File: src/fext_pkg.sv
// Shared constants and types of the extended read status register block
package fext_pkg;

  // Serial opcodes
  localparam logic [7:0] OPC_WRITE_ENABLE = 8'h06;
  localparam logic [7:0] OPC_WRITE_DISABLE = 8'h04;
  localparam logic [7:0] OPC_SET_EXT_VOLATILE = 8'h83;
  localparam logic [7:0] OPC_SET_EXT_NONVOLATILE = 8'h85;
  localparam logic [7:0] OPC_CLEAR_EXT_STATUS = 8'h7C;
  localparam logic [7:0] OPC_READ_EXT_STATUS = 8'h7B;

  // Field positions of the extended read status register
  localparam int BIT_WIP = 0;
  localparam int BIT_PROT_ERR = 1;
  localparam int BIT_PGM_ERR = 2;
  localparam int BIT_ERS_ERR = 3;
  localparam int BIT_RSVD = 4;
  localparam int DS_LSB = 5;
  localparam int DS_MSB = 7;
  localparam int DS_W = DS_MSB - DS_LSB + 1;

  // Reset values
  localparam logic [DS_W-1:0] DS_DEFAULT = 3'h7;
  localparam logic RSVD_VALUE = 1'b1;
  localparam logic [7:0] EXT_DEFAULT = 8'hF0;

  // Frame lengths in serial bits
  localparam logic [4:0] OPCODE_BITS = 5'h08;
  localparam logic [4:0] SET_FRAME_BITS = 5'h10;

  // Internal nonvolatile update timing
  localparam int SYS_CLK_MHZ = 50;
  localparam int NV_ERASE_NS = 2000;
  localparam int NV_PROG_NS = 1000;
  localparam int NV_ERASE_CYC = (NV_ERASE_NS * SYS_CLK_MHZ + 999) / 1000;
  localparam int NV_PROG_CYC = (NV_PROG_NS * SYS_CLK_MHZ + 999) / 1000;

  // Operations reported by the array and register engines
  typedef enum logic [3:0] {
    OP_PAGE_PROGRAM_CMD,
    OP_QUAD_PAGE_PROGRAM_CMD,
    OP_INFO_ROW_PROGRAM_CMD,
    OP_INFO_ROW_ERASE_CMD,
    OP_STATUS_WRITE_CMD,
    OP_AUTOBOOT_WRITE_CMD,
    OP_SET_READ_PARAMS_NONVOLATILE,
    OP_FUNCTION_REG_WRITE_CMD,
    OP_SECTOR_ERASE_CMD,
    OP_BLOCK32_ERASE_CMD,
    OP_BLOCK64_ERASE_CMD,
    OP_CHIP_ERASE_CMD
  } fext_op_t;

  typedef enum logic [1:0] {
    NV_IDLE,
    NV_ERASE,
    NV_PROGRAM
  } fext_nv_state_t;

endpackage

File: src/fext_sync.sv
// Two-stage synchroniser for pin inputs
`timescale 1ns/1ps
module fext_sync #(
  parameter int W = 1,
  parameter logic [W-1:0] INIT = '0
) (
  input wire logic clk, // Sampling clock
  input wire logic rst_n, // Reset, active low
  input wire logic [W-1:0] d, // Asynchronous inputs
  output logic [W-1:0] q // Synchronised copy
);
  logic [W-1:0] meta_q;

  always_ff @(posedge clk or negedge rst_n) begin
    if (!rst_n) begin
      meta_q <= INIT;
      q <= INIT;
    end else begin
      meta_q <= d;
      q <= meta_q;
    end
  end
endmodule // fext_sync

File: src/fext_nv_cell.sv
// Nonvolatile drive strength cell with erase then program update
`timescale 1ns/1ps
module fext_nv_cell
  import fext_pkg::*;
#(
  parameter int ERASE_CYC = NV_ERASE_CYC,
  parameter int PROG_CYC = NV_PROG_CYC
) (
  input wire logic clk, // System clock
  input wire logic rst_n, // Reset, active low
  input wire logic wr_req, // Start an update, one cycle
  input wire logic [DS_W-1:0] wr_data, // New stored value
  input wire logic erase_fault, // Erase phase fails when high
  input wire logic prog_fault, // Program phase fails when high
  output logic [DS_W-1:0] rd_data, // Stored value, registered
  output logic busy, // Update in progress
  output logic erase_err, // Erase phase failed, one cycle
  output logic prog_err // Program phase failed, one cycle
);
  localparam int CW = $clog2(ERASE_CYC + PROG_CYC + 1);

  // Storage survives reset on purpose; only power-up sets it
  logic [DS_W-1:0] cell_q = DS_DEFAULT;
  logic [DS_W-1:0] pend_q;
  logic [CW-1:0] cnt_q;
  fext_nv_state_t st_q;

  assign rd_data = cell_q;
  assign busy = (st_q != NV_IDLE);

  always_ff @(posedge clk or negedge rst_n) begin
    if (!rst_n) begin
      st_q <= NV_IDLE;
      cnt_q <= '0;
      pend_q <= DS_DEFAULT;
      erase_err <= 1'b0;
      prog_err <= 1'b0;
    end else begin
      erase_err <= 1'b0;
      prog_err <= 1'b0;
      case (st_q)
        NV_IDLE: begin
          if (wr_req) begin
            st_q <= NV_ERASE;
            pend_q <= wr_data;
            cnt_q <= CW'(ERASE_CYC - 1);
          end
        end
        NV_ERASE: begin
          if (cnt_q != '0) begin
            cnt_q <= cnt_q - 1'b1;
          end else if (erase_fault) begin
            erase_err <= 1'b1;
            st_q <= NV_IDLE;
          end else begin
            st_q <= NV_PROGRAM;
            cnt_q <= CW'(PROG_CYC - 1);
          end
        end
        NV_PROGRAM: begin
          if (cnt_q != '0) begin
            cnt_q <= cnt_q - 1'b1;
          end else begin
            prog_err <= prog_fault;
            st_q <= NV_IDLE;
          end
        end
        default: st_q <= NV_IDLE;
      endcase
    end
  end

  // Erased cell reads all ones; a failed program leaves it erased
  always_ff @(posedge clk) begin
    if (st_q == NV_ERASE && cnt_q == '0 && !erase_fault) begin
      cell_q <= {DS_W{1'b1}};
    end else if (st_q == NV_PROGRAM && cnt_q == '0 && !prog_fault) begin
      cell_q <= pend_q;
    end
  end
endmodule // fext_nv_cell

File: src/fext_read_status_reg.sv
// Extended read status register with serial command front end
`timescale 1ns/1ps
// Summary of operation
// - Bits 7:5 select output drive strength
// - Bits 3:0 are read-only status
// - Bit 4 reserved, writes ignored
// - 85h sets nonvolatile, 83h sets volatile
// - Each set command updates only its copy
// - Bit 0 mirrors the busy status bit or a nonvolatile update
// - Protected or locked access sets protection flag
// - Program failure or protection sets program flag
// - Erase or nonvolatile erase-phase failure sets erase flag
// - Protected page program sets program and protection
// - Locked info row program flags both
// - Nonvolatile update flags failing phase
// - Locked status write sets protection and erase
// - Failed function register write sets program
// - Erase fail flags erase; protected adds protection
// - Chip erase with protect bits flags both
// - OTP clear attempts raise no error
// - Read-only data positions silently discarded
// - Error flags sticky until clear or reset
// - Set flags never block later commands
// - Writes need write enable latch set
// - Serial bits arrive MSB first, opcode first
module fext_read_status_reg
  import fext_pkg::*;
#(
  parameter int ERASE_CYC = NV_ERASE_CYC,
  parameter int PROG_CYC = NV_PROG_CYC
) (
  input wire logic sys_clk, // 50 MHz system clock
  input wire logic arst_n, // Asynchronous reset, active low
  input wire logic soft_reset, // Software reset pulse
  input wire logic spi_sck, // Serial clock pin
  input wire logic spi_cs_n, // Chip select pin, active low
  input wire logic spi_mosi, // Serial data in pin
  output logic spi_miso_q, // Serial data out
  output logic spi_miso_oe_q, // Data out enable, high drives
  input wire logic wp_n, // Write protect pin, active low
  input wire logic status_write_disable, // Status write disable bit
  input wire logic [3:0] block_protect_bits, // Block protect bits
  input wire logic op_busy, // Status register busy bit
  input wire logic op_done, // Operation finished, one cycle
  input wire fext_op_t op_kind, // Kind of finished operation
  input wire logic op_fail, // Operation failed internally
  input wire logic op_fail_program, // Failing phase was program
  input wire logic op_protected, // Target protected or locked
  input wire logic nv_erase_fault, // Cell erase fault injection
  input wire logic nv_prog_fault, // Cell program fault injection
  output logic [DS_W-1:0] drive_strength_q, // Active drive code
  output logic [3:0] drive_eighths_q, // Drive in eighths, 0 reserved
  output logic [7:0] ext_status_q, // Full register view
  output logic write_enable_latch_q, // Write enable latch
  output logic write_in_progress_q // Busy mirror
);
  logic rst_meta_q;
  logic rst_n_q;
  logic sck_s;
  logic cs_n_s;
  logic mosi_s;
  logic wp_n_s;
  logic sck_prev_q;
  logic cs_n_prev_q;
  logic sck_rise;
  logic sck_fall;
  logic frame_end;
  logic [4:0] bit_cnt_q;
  logic [15:0] shift_q;
  logic [7:0] opcode_q;
  logic rd_active_q;
  logic [7:0] rd_shift_q;
  logic load_pend_q;
  logic nv_wr_req_q;
  logic [DS_W-1:0] nv_wr_data_q;
  logic [DS_W-1:0] nv_value;
  logic nv_busy;
  logic nv_erase_err;
  logic nv_prog_err;
  logic prot_err_q;
  logic pgm_err_q;
  logic ers_err_q;
  logic [2:0] op_set;
  logic [2:0] flag_set;
  logic flag_clear;
  logic cmd_clear;
  logic cmd_write_enable_cmd;
  logic cmd_wrdi;
  logic cmd_set_vol;
  logic cmd_set_nv;
  logic busy_now;

  // Drive strength code to eighths of full drive
  function automatic logic [3:0] ds_eighths(input logic [DS_W-1:0] c);
    case (c)
      3'h1: ds_eighths = 4'h1;
      3'h2: ds_eighths = 4'h2;
      3'h3: ds_eighths = 4'h3;
      3'h5: ds_eighths = 4'h6;
      3'h6: ds_eighths = 4'h8;
      3'h7: ds_eighths = 4'h4;
      default: ds_eighths = 4'h0;
    endcase
  endfunction

  // Flags raised by a finished operation, as {erase, program, protection}
  function automatic logic [2:0] op_flags(
    input fext_op_t k,
    input logic fail,
    input logic fail_prog,
    input logic prot,
    input logic [3:0] bp,
    input logic sw_locked
  );
    logic [2:0] nvf;
    nvf = {fail & ~fail_prog, fail & fail_prog, 1'b0};
    case (k)
      OP_PAGE_PROGRAM_CMD,
      OP_QUAD_PAGE_PROGRAM_CMD: begin
        op_flags = {1'b0, fail | prot, prot};
      end
      OP_INFO_ROW_PROGRAM_CMD: begin
        op_flags = {1'b0, fail | prot, prot};
      end
      OP_STATUS_WRITE_CMD: begin
        if (sw_locked) begin
          op_flags = 3'h5;
        end else begin
          op_flags = nvf;
        end
      end
      OP_AUTOBOOT_WRITE_CMD,
      OP_SET_READ_PARAMS_NONVOLATILE: begin
        op_flags = nvf;
      end
      OP_FUNCTION_REG_WRITE_CMD: begin
        // OTP clear attempts are not failures
        op_flags = {1'b0, fail, 1'b0};
      end
      OP_SECTOR_ERASE_CMD,
      OP_BLOCK32_ERASE_CMD,
      OP_BLOCK64_ERASE_CMD,
      OP_INFO_ROW_ERASE_CMD: begin
        op_flags = {fail | prot, 1'b0, prot};
      end
      OP_CHIP_ERASE_CMD: begin
        op_flags = {fail | prot | (bp != 4'h0), 1'b0,
                    prot | (bp != 4'h0)};
      end
      default: op_flags = 3'h0;
    endcase
  endfunction

  // Reset release
  always_ff @(posedge sys_clk or negedge arst_n) begin
    if (!arst_n) begin
      rst_meta_q <= 1'b0;
      rst_n_q <= 1'b0;
    end else begin
      rst_meta_q <= 1'b1;
      rst_n_q <= rst_meta_q;
    end
  end

  fext_sync #(
    .W(4),
    .INIT(4'h5)
  ) u_pin_sync (
    .clk(sys_clk),
    .rst_n(rst_n_q),
    .d({spi_sck, spi_cs_n, spi_mosi, wp_n}),
    .q({sck_s, cs_n_s, mosi_s, wp_n_s})
  );

  fext_nv_cell #(
    .ERASE_CYC(ERASE_CYC),
    .PROG_CYC(PROG_CYC)
  ) u_nv_cell (
    .clk(sys_clk),
    .rst_n(rst_n_q),
    .wr_req(nv_wr_req_q),
    .wr_data(nv_wr_data_q),
    .erase_fault(nv_erase_fault),
    .prog_fault(nv_prog_fault),
    .rd_data(nv_value),
    .busy(nv_busy),
    .erase_err(nv_erase_err),
    .prog_err(nv_prog_err)
  );

  // Edge detection on the sampled serial clock and select
  always_ff @(posedge sys_clk or negedge rst_n_q) begin
    if (!rst_n_q) begin
      sck_prev_q <= 1'b0;
      cs_n_prev_q <= 1'b1;
    end else begin
      sck_prev_q <= sck_s;
      cs_n_prev_q <= cs_n_s;
    end
  end

  assign sck_rise = sck_s & ~sck_prev_q & ~cs_n_s;
  assign sck_fall = ~sck_s & sck_prev_q & ~cs_n_s;
  assign frame_end = cs_n_s & ~cs_n_prev_q;
  assign busy_now = op_busy | nv_busy;

  // Bit capture, MSB first; counter saturates past a set frame
  always_ff @(posedge sys_clk or negedge rst_n_q) begin
    if (!rst_n_q) begin
      bit_cnt_q <= 5'h00;
      shift_q <= 16'h0000;
    end else if (cs_n_s) begin
      bit_cnt_q <= 5'h00;
    end else if (sck_rise) begin
      shift_q <= {shift_q[14:0], mosi_s};
      if (bit_cnt_q <= SET_FRAME_BITS) begin
        bit_cnt_q <= bit_cnt_q + 5'h01;
      end
    end
  end

  // Opcode is the first byte of every frame
  always_ff @(posedge sys_clk or negedge rst_n_q) begin
    if (!rst_n_q) begin
      opcode_q <= 8'h00;
    end else if (cs_n_s) begin
      opcode_q <= 8'h00;
    end else if (sck_rise && bit_cnt_q == OPCODE_BITS - 5'h01) begin
      opcode_q <= {shift_q[6:0], mosi_s};
    end
  end

  // Read path: data changes on falling edges, host samples on rising
  always_ff @(posedge sys_clk or negedge rst_n_q) begin
    if (!rst_n_q) begin
      rd_active_q <= 1'b0;
      rd_shift_q <= EXT_DEFAULT;
      spi_miso_q <= 1'b0;
      spi_miso_oe_q <= 1'b0;
    end else if (cs_n_s) begin
      rd_active_q <= 1'b0;
      spi_miso_oe_q <= 1'b0;
      spi_miso_q <= 1'b0;
    end else if (sck_rise && bit_cnt_q == OPCODE_BITS - 5'h01) begin
      rd_active_q <= ({shift_q[6:0], mosi_s} == OPC_READ_EXT_STATUS);
      rd_shift_q <= ext_status_q;
    end else if (sck_fall && rd_active_q) begin
      spi_miso_oe_q <= 1'b1;
      spi_miso_q <= rd_shift_q[7];
      // Rotate rather than reload: a long read repeats
      // the snapshot taken at opcode end
      rd_shift_q <= {rd_shift_q[6:0], rd_shift_q[7]};
    end
  end

  // Commands execute only on a complete frame at select release
  always_comb begin
    cmd_write_enable_cmd = frame_end && bit_cnt_q == OPCODE_BITS &&
               opcode_q == OPC_WRITE_ENABLE;
    cmd_wrdi = frame_end && bit_cnt_q == OPCODE_BITS &&
               opcode_q == OPC_WRITE_DISABLE;
    cmd_clear = frame_end && bit_cnt_q == OPCODE_BITS &&
                opcode_q == OPC_CLEAR_EXT_STATUS;
    // Error flags do not gate these writes
    cmd_set_vol = frame_end && bit_cnt_q == SET_FRAME_BITS &&
                  opcode_q == OPC_SET_EXT_VOLATILE &&
                  write_enable_latch_q && !busy_now;
    cmd_set_nv = frame_end && bit_cnt_q == SET_FRAME_BITS &&
                 opcode_q == OPC_SET_EXT_NONVOLATILE &&
                 write_enable_latch_q && !busy_now;
  end

  // Write enable latch
  always_ff @(posedge sys_clk or negedge rst_n_q) begin
    if (!rst_n_q) begin
      write_enable_latch_q <= 1'b0;
    end else if (soft_reset || cmd_wrdi) begin
      write_enable_latch_q <= 1'b0;
    end else if (cmd_set_vol || cmd_set_nv) begin
      write_enable_latch_q <= 1'b0;
    end else if (cmd_write_enable_cmd) begin
      write_enable_latch_q <= 1'b1;
    end
  end

  // Nonvolatile update request; only the drive field is taken
  always_ff @(posedge sys_clk or negedge rst_n_q) begin
    if (!rst_n_q) begin
      nv_wr_req_q <= 1'b0;
      nv_wr_data_q <= DS_DEFAULT;
    end else begin
      nv_wr_req_q <= cmd_set_nv;
      if (cmd_set_nv) begin
        nv_wr_data_q <= shift_q[DS_MSB:DS_LSB];
      end
    end
  end

  // Volatile copy; reload from the cell right after any reset
  always_ff @(posedge sys_clk or negedge rst_n_q) begin
    if (!rst_n_q) begin
      load_pend_q <= 1'b1;
      drive_strength_q <= DS_DEFAULT;
    end else if (load_pend_q || soft_reset) begin
      load_pend_q <= 1'b0;
      drive_strength_q <= nv_value;
    end else if (cmd_set_vol) begin
      drive_strength_q <= shift_q[DS_MSB:DS_LSB];
    end
  end

  always_ff @(posedge sys_clk or negedge rst_n_q) begin
    if (!rst_n_q) begin
      drive_eighths_q <= 4'h4;
    end else begin
      drive_eighths_q <= ds_eighths(drive_strength_q);
    end
  end

  // Error flag sources
  always_comb begin
    op_set = 3'h0;
    if (op_done) begin
      op_set = op_flags(op_kind, op_fail, op_fail_program, op_protected,
                        block_protect_bits,
                        status_write_disable & ~wp_n_s);
    end
    flag_set = op_set | {nv_erase_err, nv_prog_err, 1'b0};
    flag_clear = cmd_clear | soft_reset;
  end

  // Sticky flags; a new event in the clear cycle still lands
  always_ff @(posedge sys_clk or negedge rst_n_q) begin
    if (!rst_n_q) begin
      ers_err_q <= 1'b0;
      pgm_err_q <= 1'b0;
      prot_err_q <= 1'b0;
    end else begin
      ers_err_q <= (ers_err_q & ~flag_clear) | flag_set[2];
      pgm_err_q <= (pgm_err_q & ~flag_clear) | flag_set[1];
      prot_err_q <= (prot_err_q & ~flag_clear) | flag_set[0];
    end
  end

  // Busy mirror and full register view
  always_ff @(posedge sys_clk or negedge rst_n_q) begin
    if (!rst_n_q) begin
      write_in_progress_q <= 1'b0;
      ext_status_q <= EXT_DEFAULT;
    end else begin
      write_in_progress_q <= busy_now;
      ext_status_q[DS_MSB:DS_LSB] <= drive_strength_q;
      ext_status_q[BIT_RSVD] <= RSVD_VALUE;
      ext_status_q[BIT_ERS_ERR] <= ers_err_q;
      ext_status_q[BIT_PGM_ERR] <= pgm_err_q;
      ext_status_q[BIT_PROT_ERR] <= prot_err_q;
      ext_status_q[BIT_WIP] <= busy_now;
    end
  end
endmodule // fext_read_status_reg

File: config.mk
export PLATFORM = sky130hd
export DESIGN_NAME = fext_read_status_reg
export DESIGN_NICKNAME = d
export VERILOG_FILES = /design/src/fext_pkg.sv /design/src/fext_sync.sv /design/src/fext_nv_cell.sv /design/src/fext_read_status_reg.sv
export SDC_FILE = /design/constraint.sdc
export NUM_CORES = 1
export LEC_CHECK = 0
export ABC_CLOCK_PERIOD_IN_PS = 2650
export BUFFER_PORTS_ARGS = -buffer_cell sky130_fd_sc_hd__buf_4
export CORE_ASPECT_RATIO = 1.4
export CORE_MARGIN = 4
export CORE_UTILIZATION = 42
export DETAILED_ROUTE_END_ITERATION = 7
export GPL_TIMING_DRIVEN = 1
export PLACE_DENSITY = 0.62
export SLEW_MARGIN = 5
export SYNTH_ARGS = -nofsm -noshare
export SYNTH_HDL_FRONTEND = slang
export SYNTH_HIERARCHICAL = 1
export SYNTH_SLANG_ARGS = --single-unit
File: constraint.sdc
create_clock -name sys_clk -period 2.65 [get_ports sys_clk]
set_input_delay 0.265 -clock sys_clk [delete_from_list [all_inputs] [get_ports sys_clk]]
set_output_delay 0.265 -clock sys_clk [all_outputs]
set_load 0.01 [all_outputs]
==> results.json, run 1 <==
{
  "use_met3_pct": 4.022,
  "wl_per_cell_um": 15.34,
  "clock_skew_ns": 0.004501,
  "cts_tree": "done",
  "cp_common_cell": "inv_1",
  "place_ws_ns": 0.5033,
  "period_needed_ns": 2.182,
  "layout-drive-gt1-share_pct": 28.91,
  "postLayoutCoreUtil_pct": 52.39,
  "period_share_pct": 82.36,
  "grt_max_degree": 78,
  "clock.fmax_ghz": 0.4582,
  "cts_resized": 0,
  "synth_top_area_share_pct": 38.71,
  "rsz0062_at_grt": "false",
  "yosys.area.top_type": "dfrtp_1",
  "critPathKind": "reg2reg",
  "final.setup.tns_ns": 0,
  "cts_max_level": 3,
  "synth_seq_cells": 85,
  "die_w_um": 88.54,
  "clk_latency_ns": 0.34,
  "r2r_start": "u_nv_cell/st_q[0]",
  "initial_core_util_pct": 43.79,
  "powerDensity_nw_per_um2": 650.7,
  "cts.path.max_buffers": 2,
  "wl_mm": 7.499,
  "grt-busiest-layer": "met2",
  "hp-start": "wp_n",
  "setup_slack_ns": 0.4675,
  "postRouteAntennaNets": 0,
  "ff_latch_area_sq_um": 2145,
  "critPathTopFamily": "simple AND/OR/NAND/NOR gates",
  "critPathMaxStageDelay_ns": 0.44,
  "area_growth_pct": 19.62,
  "synth-warning-count": 6,
  "dieArea_sq_um": 10690,
  "tightest_slew_ns": 0.9611,
  "antenna_found_initial": 0,
  "cp.arrival_ns": 2.45,
  "syn_avg_cell_area_sq_um": 11.45,
  "core_area_sq_um": 8708,
  "syn_area_sq_um": 3814,
  "cp_max_fo": 5,
  "rows": 40,
  "crit_required_ns": 2.91,
  "ys_types": 65,
  "cp.depth": 7,
  "cp_cell_sequence": "inv_1 -> ha_1 -> inv_1 -> nor4bb_1 -> nand3_1 -> nor2_1 -> mux2_2",
  "port_buffers": 40,
  "dpl.hpwl_mm": 5.433,
  "fin_cells": 489,
  "use_met1_pct": 18.54,
  "synth.area.top_cells": "dfrtp_1 (39%), dfstp_2 (16%), mux2_2 (4.1%)",
  "dpl.cell_count": 472,
  "multi_input_area_sq_um": 1570,
  "drt_iter0_markers": 84,
  "grt_pass1_vias": 2681,
  "die_h_um": 120.8,
  "gp_congestion": 0.8374,
  "cts.sinks": 85,
  "crit_path_end_kind": "register",
  "grtUsageMet2_pct": 24.77,
  "hold_viol_final": 0,
  "crit_path_start_kind": "register",
  "final_max_slew_viol_count": 0,
  "peakVddDrop_mv": 0.4457,
  "ys_seq_area_share_pct": 56.14,
  "crit_path_top_delay_cell": "nor4bb_1",
  "grt_pass1_wl_mm": 12.55,
  "synth_commonest_cells": "dfrtp_1 (59), nand2_1 (30), dfstp_2 (23), nor2_1 (23), o21ai_0 (22)",
  "firstDrtPassIters": 4,
  "timing.max_cap.violations": 0,
  "min_path_cells": 1,
  "critPathBufInv": 2,
  "setup_viol": 0,
  "hold_path_class": "in2reg",
  "outcome": "finished, final reports clean",
  "io_pins": 42,
  "antennaDiodeCount": 0,
  "nets": 410,
  "vias": 2687,
  "root_buffer": "clkbuf_16",
  "cts_made_buffers": 9,
  "drc_errors": 0,
  "grt_overflow": 0,
  "p_leak_nw": 2.017,
  "viasPerCell": 5.495,
  "crit_start": "u_nv_cell/st_q[0]",
  "synth.most_common_cell": "dfrtp_1",
  "slew-limit-headroom_pct": 35.93,
  "synth_cells": 333,
  "worst_r2r_path_depth": 7,
  "synth_flop_cell": "dfrtp_1",
  "synth_edf_count": 0,
  "final.fill_count": 772,
  "grtUsageTotal_pct": 15.09,
  "clkSlewWorstSetupHoldPaths_ns": 0.06,
  "synth-async-reset-ratio_pct": 96.47
}
cell families (layout without fill, tap and decap cells):
| family | after synthesis | count (layout) | synth area share, % |
|---|---|---|---|
| and+or+nand+nor | 110 | 110 | 17.19 |
| buffers and inverters | 23 | 73 | 2.789 |
| other | 2 | 3 | 0.1969 |
| DFF | 85 | 85 | 56.14 |
| AOI/OAI and AO/OA | 83 | 83 | 14.93 |
| adders and majority gates | 8 | 8 | 2.625 |
| xor gates and xnor gates | 3 | 3 | 0.6891 |
| muxes | 19 | 19 | 5.446 |
final timing paths:
path | end | slack (ns)
min in group asynchronous | rst_n_q | 0.24
min | u_pin_sync/meta_q[0] | 0.03
max reg2reg | nv_wr_data_q[2] | 0.47
min reg2reg | u_pin_sync/q[1] | 0.35
max in group asynchronous | load_pend_q | 1.42
max | nv_wr_data_q[2] | 0.47
per-stage QoR:
| step | instance area [sq um] | hold slack, ns | total power, mW |
|---|---|---|---|
| after global routing | 4562 | 0.01356 | 3.101 |
| after detailed placement | 4229 | 0.04862 | 1.682 |
| after CTS | 4562 | 0.01333 | 3.024 |
| after global placement | 4229 | 0.04752 | 1.677 |
| final | 4562 | 0.03050 | 2.969 |
| after floorplan | 3817 | -0.03059 | 1.578 |
layout make-up:
| class | count | share of cell area, % |
|---|---|---|
| Clock buffer | 14 | 6.226 |
| Clock inverter | 2 | 0.8502 |
| Timing Repair Buffer | 47 | 7.789 |
| Multi-Input combinational cell | 226 | 34.42 |
| Tap cell | 105 | 2.880 |
| Inverter | 10 | 0.8228 |
| Sequential cell | 85 | 47.01 |
worst register-to-register path: cells and delay by family, from the launching register on:
family,cells,cell delay [ns]
muxes,1,0.38
DFF,1,0.41
adders and majority gates,1,0.18
and+or+nand+nor,3,0.97
buffers and inverters,2,0.18
layer usage:
metal | wire, um | share of wire, %
met5 | 0 | 0
met1 | 3280 | 44
met2 | 3756 | 50
met3 | 312 | 4.2
met4 | 150 | 2.0
timing repair:
item / CTS / global route
hold endpoints to repair: 2 / 0
buffers inserted: 0 / 0
endpoints found under the setup margin: 0 / 0
hold buffers: 1 / 0
registers in the layout, summed over array words and instances, names as in the netlist, 4 cells and up:
name / count
drive_eighths_q: 4
rd_shift_q: 8
shift_q: 8
bit_cnt_q: 5
opcode_q: 8
u_pin_sync/q: 4
u_pin_sync/meta_q: 4
u_nv_cell/cnt_q: 8
ext_status_q: 7
power breakdown:
part	switching, mW	total (mW)	leakage (nW)	internal [mW]
combinational	0.0591	0.165	0.837	0.106
clock	0.482	1.32	0.159	0.835
sequential	0.102	1.49	1.02	1.39
cell usage in the layout (no fill, tap or decap), drive strengths merged, types with 10 or more instances in the layout:
| cell type | synthesis | routed |
|---|---|---|
| nand2 | 30 | 30 |
| inv | 10 | 10 |
| o21ai | 23 | 23 |
| dfstp | 23 | 23 |
| nor2 | 23 | 23 |
| mux2 | 14 | 14 |
| clkbuf | 6 | 14 |
| buf | 7 | 46 |
| a21oi | 12 | 12 |
| dfrtp | 59 | 59 |
Note: power is estimated with default switching activity, not from simulation.
==> run 2: changes to the inputs <==
ABC_CLOCK_PERIOD_IN_PS = 2000   (was 2650)
PLACE_DENSITY = 0.65   (was 0.62)
clock period = 2 ns   (was 2.65 ns; I/O delays follow)
==> results.json, run 2 (synthesis gave the netlist of run 1 again) <==
{
  "cts.path.max_buffers": 2,
  "r2r_start": "u_nv_cell/cnt_q[1]",
  "die_w_um": 88.54,
  "io_pins": 42,
  "critPathKind": "reg2reg",
  "min_path_cells": 2,
  "clk_latency_ns": 0.34,
  "slew-limit-headroom_pct": 61.04,
  "initial_core_util_pct": 43.79,
  "area_growth_pct": 26.12,
  "postRouteAntennaNets": 0,
  "wl_mm": 7.835,
  "root_buffer": "clkbuf_16",
  "vias": 2829,
  "final.fill_count": 761,
  "clock_skew_ns": 0.007184,
  "clkSlewWorstSetupHoldPaths_ns": 0.06,
  "worst_r2r_path_depth": 7,
  "drt_iter0_markers": 145,
  "crit_path_end_kind": "register",
  "grt_max_degree": 35,
  "hold_path_class": "in2reg",
  "grt_pass1_wl_mm": 13.09,
  "wl_per_cell_um": 15.30,
  "hold_viol_final": 0,
  "cts_max_level": 3,
  "timing.rr.end": "u_nv_cell/cnt_q[6]",
  "drc_errors": 0,
  "crit_required_ns": 2.23,
  "cts_tree": "done",
  "gp_congestion": 0.8898,
  "port_buffers": 40,
  "cts_made_buffers": 9,
  "die_h_um": 120.8,
  "cts.sinks": 85,
  "grt_overflow": 0,
  "peakVddDrop_mv": 0.6081,
  "cp.arrival_ns": 2.18,
  "rows": 40,
  "rsz0062_at_grt": "true",
  "place_ws_ns": -0.01544,
  "layout_commonest_cell": "buf_4",
  "hold_end": "write_enable_latch_q",
  "clock.fmax_ghz": 0.5142,
  "dpl.hpwl_mm": 5.665,
  "r2r_slack_ns": 0.06,
  "antennaDiodeCount": 0,
  "setup_slack_ns": 0.05513,
  "layout-drive-gt1-share_pct": 33.17,
  "dieArea_sq_um": 10690,
  "total_power_mw": 4.038,
  "period_share_pct": 97.24,
  "outcome": "finished, final reports clean",
  "period_needed_ns": 1.945,
  "final_max_slew_viol_count": 0,
  "grtUsageTotal_pct": 15.76,
  "crit_path_start_kind": "register",
  "timing.max_cap.violations": 0,
  "nets": 433,
  "hp-start": "soft_reset",
  "p_leak_nw": 2.144,
  "antenna_found_initial": 0,
  "core_area_sq_um": 8708,
  "fin_cells": 512,
  "multi_input_area_sq_um": 1610,
  "final.setup.tns_ns": 0,
  "final_cell_mix": "buf_4 (64), dfrtp_1 (58), nand2_1 (30)",
  "viasPerCell": 5.525,
  "grt_pass1_vias": 2801,
  "whs_ns": 0.02958,
  "powerDensity_nw_per_um2": 839.7,
  "tightest_slew_ns": 0.5799,
  "ff_latch_area_sq_um": 2145,
  "setup_viol": 0,
  "dpl.cell_count": 490,
  "cp_max_fo": 4,
  "firstDrtPassIters": 4
}
## run 2: report_power, final
group          switching [mW]  internal, mW  total (mW)  leakage (nW)
clock network           0.669          1.16        1.83         0.166
logic                  0.0993         0.153       0.253         0.957
registers               0.118          1.84        1.95          1.02
total                   0.886          3.15        4.04          2.14
## run 2: worst max path at each step
stage	cells after the start	endpoint	slack, ns	startpoint
after floorplan	6	u_nv_cell/cnt_q[6]	0.07	u_nv_cell/st_q[0]
after global placement	6	u_nv_cell/rd_data[2]	0.08	u_nv_cell/cnt_q[1]
after CTS	7	nv_wr_data_q[0]	0.04	u_nv_cell/st_q[1]
after detailed placement	7	nv_wr_data_q[1]	-0.02	u_nv_cell/st_q[1]
after global routing	8	u_nv_cell/cnt_q[3]	-0.06	u_nv_cell/st_q[1]
final	7	u_nv_cell/cnt_q[6]	0.06	u_nv_cell/cnt_q[1]
## run 2: routing by layer
| metal | GRT usage, % | wire [um] |
|---|---|---|
| met5 | 0 | 0 |
| met4 | 7.372 | 189 |
| met3 | 3.749 | 330 |
| met2 | 25.61 | 3966 |
| met1 | 19.46 | 3348 |
## run 2: repair_timing
action,4_1_cts,5_1_grt
setup buffers,0,1
setup endpoints to repair,3,15
pin swaps,0,1
hold endpoints to repair,6,0
hold buffers,5,0
gates resized for setup,1,6
## run 2: per-stage QoR
step,area (sq um),util (%)
after CTS,4765,54.71
after global routing,4810,55.23
after floorplan,3819,-
final,4810,55.23
after global placement,4377,50.26
after detailed placement,4377,50.26
## run 2: final cells by class
type                            instances  share of cell area (%)
Sequential cell                        85                   44.59
Tap cell                              105                   2.732
Inverter                               10                  0.7804
Clock inverter                          5                   1.717
Timing Repair Buffer                   70                   11.45
Multi-Input combinational cell        226                   33.48
Clock buffer                           11                   5.255
## run 2: worst max-delay path: stages (launching register included)
cell     delay (ns)
dfrtp_1        0.40
inv_1          0.09
ha_1           0.19
or4b_4         0.49
o21ai_0        0.21
buf_4          0.16
o31ai_1        0.07
a22o_1         0.24
==> run 3: changes to the inputs <==
BUFFER_PORTS_ARGS = not set   (was -buffer_cell sky130_fd_sc_hd__buf_4)
DONT_BUFFER_PORTS = 1   (was not set)
PLACE_DENSITY = 0.61   (was 0.65)
==> results.json, run 3 (synthesis gave the netlist of run 1 again) <==
{
  "outcome": "finished, final reports clean",
  "dpl.hpwl_mm": 5.609,
  "cts.path.max_buffers": 2,
  "vias": 2592,
  "grtUsageMet2_pct": 24.91,
  "critPathKind": "reg2reg",
  "grt_pass1_vias": 2702,
  "use_met1_pct": 19.57,
  "die_h_um": 120.8,
  "gp_congestion": 0.8582,
  "power_frac_comb_pct": 4.8,
  "critPathBufInv": 0,
  "cts_tree": "done",
  "dpl-instance-area_sq_um": 4061,
  "use_met3_pct": 4.567,
  "cts_made_buffers": 9,
  "die_w_um": 88.54,
  "grt-busiest-layer": "met2",
  "period_needed_ns": 1.897,
  "layout-drive-gt1-share_pct": 24.46,
  "slew-limit-headroom_pct": 63.69,
  "rows": 40,
  "grtUsageTotal_pct": 15.67,
  "period_share_pct": 94.84,
  "core_area_sq_um": 8708,
  "p_int_mw": 2.923,
  "wl_mm": 7.691,
  "firstDrtPassIters": 4,
  "layout_commonest_cell": "dfrtp_1",
  "drt_iter0_markers": 92,
  "cp_cell_sequence": "or4_4 -> or4b_1 -> and4_1 -> a21oi_2",
  "cts_max_level": 3,
  "hold_path_class": "in2reg",
  "p_seq_share_pct": 52.9,
  "timing.max_cap.violations": 0,
  "p_sw_mw": 0.8153,
  "total_power_mw": 3.739,
  "cp_max_fo": 6,
  "final_max_slew_viol_count": 0,
  "postLayoutCoreUtil_pct": 51.31,
  "critPathMaxStageDelay_ns": 0.57,
  "area_growth_pct": 17.16,
  "final.fill_count": 780,
  "crit_path_start_kind": "register",
  "final_cell_mix": "dfrtp_1 (58), nand2_1 (30), dfstp_2 (23), buf_4 (23), nor2_1 (22)",
  "powerDensity_nw_per_um2": 836.8,
  "wl_per_cell_um": 16.26,
  "dieArea_sq_um": 10690,
  "p_sw_share_pct": 21.81,
  "crit_path_top_delay_cell": "or4_4",
  "grt_max_degree": 42,
  "cts.sinks": 85,
  "setup_viol": 0,
  "drc_errors": 0,
  "rsz0062_at_grt": "false",
  "grt_pass1_wl_mm": 12.98,
  "hold_viol_final": 0,
  "clkPwrFrac_pct": 42.4,
  "design_area_sq_um": 4468,
  "viasPerCell": 5.480,
  "io_pins": 42,
  "antenna_found_initial": 0,
  "grt_overflow": 0,
  "clock_skew_ns": 0.003389,
  "clock.fmax_ghz": 0.5272,
  "peakVddDrop_mv": 0.6812,
  "tightest_slew_ns": 0.5446,
  "critPathTopFamily": "simple AND/OR/NAND/NOR gates",
  "crit_required_ns": 2.26,
  "initial_core_util_pct": 43.79,
  "root_buffer": "clkbuf_16",
  "cp.arrival_ns": 2.16,
  "antennaDiodeCount": 0,
  "clk_latency_ns": 0.33,
  "crit_path_end_kind": "register",
  "clkSlewWorstSetupHoldPaths_ns": 0.06,
  "port_buffers": 0,
  "postRouteAntennaNets": 0,
  "p_leak_nw": 1.924,
  "nets": 394
}
run 3: path summary, 6_finish.rpt:
| kind | start | endpoint | slack [ns] | cells after the start |
|---|---|---|---|---|
| max | u_nv_cell/cnt_q[2] | u_nv_cell/cnt_q[5] | 0.10 | 4 |
| min | nv_prog_fault | u_nv_cell/prog_err | 0.03 | 2 |
| max reg2reg | u_nv_cell/cnt_q[2] | u_nv_cell/cnt_q[5] | 0.10 | 4 |
| min reg2reg | rst_n_q | u_pin_sync/q[1] | 0.33 | 0 |
| max in group asynchronous | rst_n_q | ext_status_q[5] | 1.06 | 1 |
| min in group asynchronous | arst_n | rst_n_q | 0.10 | 1 |
run 3: worst register-to-register path: stages (launching register included):
cell and delay [ns]:
dfrtp_1 0.45, or4_4 0.57, or4b_1 0.47, and4_1 0.22, a21oi_2 0.12
run 3: power by group through the flow:
stage                     clock, mW  sequential (mW)  combinational, mW
after CTS                      1.63             1.98              0.182
after detailed placement          0             2.01              0.169
after global placement            0             2.00              0.164
final                          1.58             1.98              0.178
after floorplan                   0             1.96              0.129
after global routing           1.71             2.00              0.199
run 3: per-layer routing:
layer | vias to the layer above | share of wire, %
li1 | 1269 | -
met1 | 1270 | 44
met2 | 48 | 50
met3 | 5 | 5.1
met4 | 0 | 1.0
met5 | - | 0
run 3: cell type report:
type,instances,area (sq um),share of cell area (%)
well taps,105,131.4,2.940
clock buffers,16,291.5,6.525
inverters,10,37.54,0.8401
repair buffers,31,262.8,5.881
multi-input cells,226,1600,35.82
flip-flops and latches,85,2145,48.00
run 3: metrics by stage:
step | cells | setup slack [ns] | setup TNS [ns] | hold WS [ns]
after global routing | 473 | 0.004691 | 0 | 0.004474
final | 473 | 0.1032 | 0 | 0.02651
after CTS | 471 | 0.04115 | 0 | 0.01379
after floorplan | 334 | 0.06501 | 0 | -0.09559
after global placement | 448 | 0.08509 | 0 | -0.09553
after detailed placement | 448 | -0.02627 | -0.03949 | -0.09553
run 3: what timing repair did:
item / CTS / global route
gates resized for setup: 1 / 5
endpoints found under the setup margin: 3 / 7
hold endpoints to repair: 8 / 0
hold buffers: 7 / 0
buffers inserted: 0 / 2
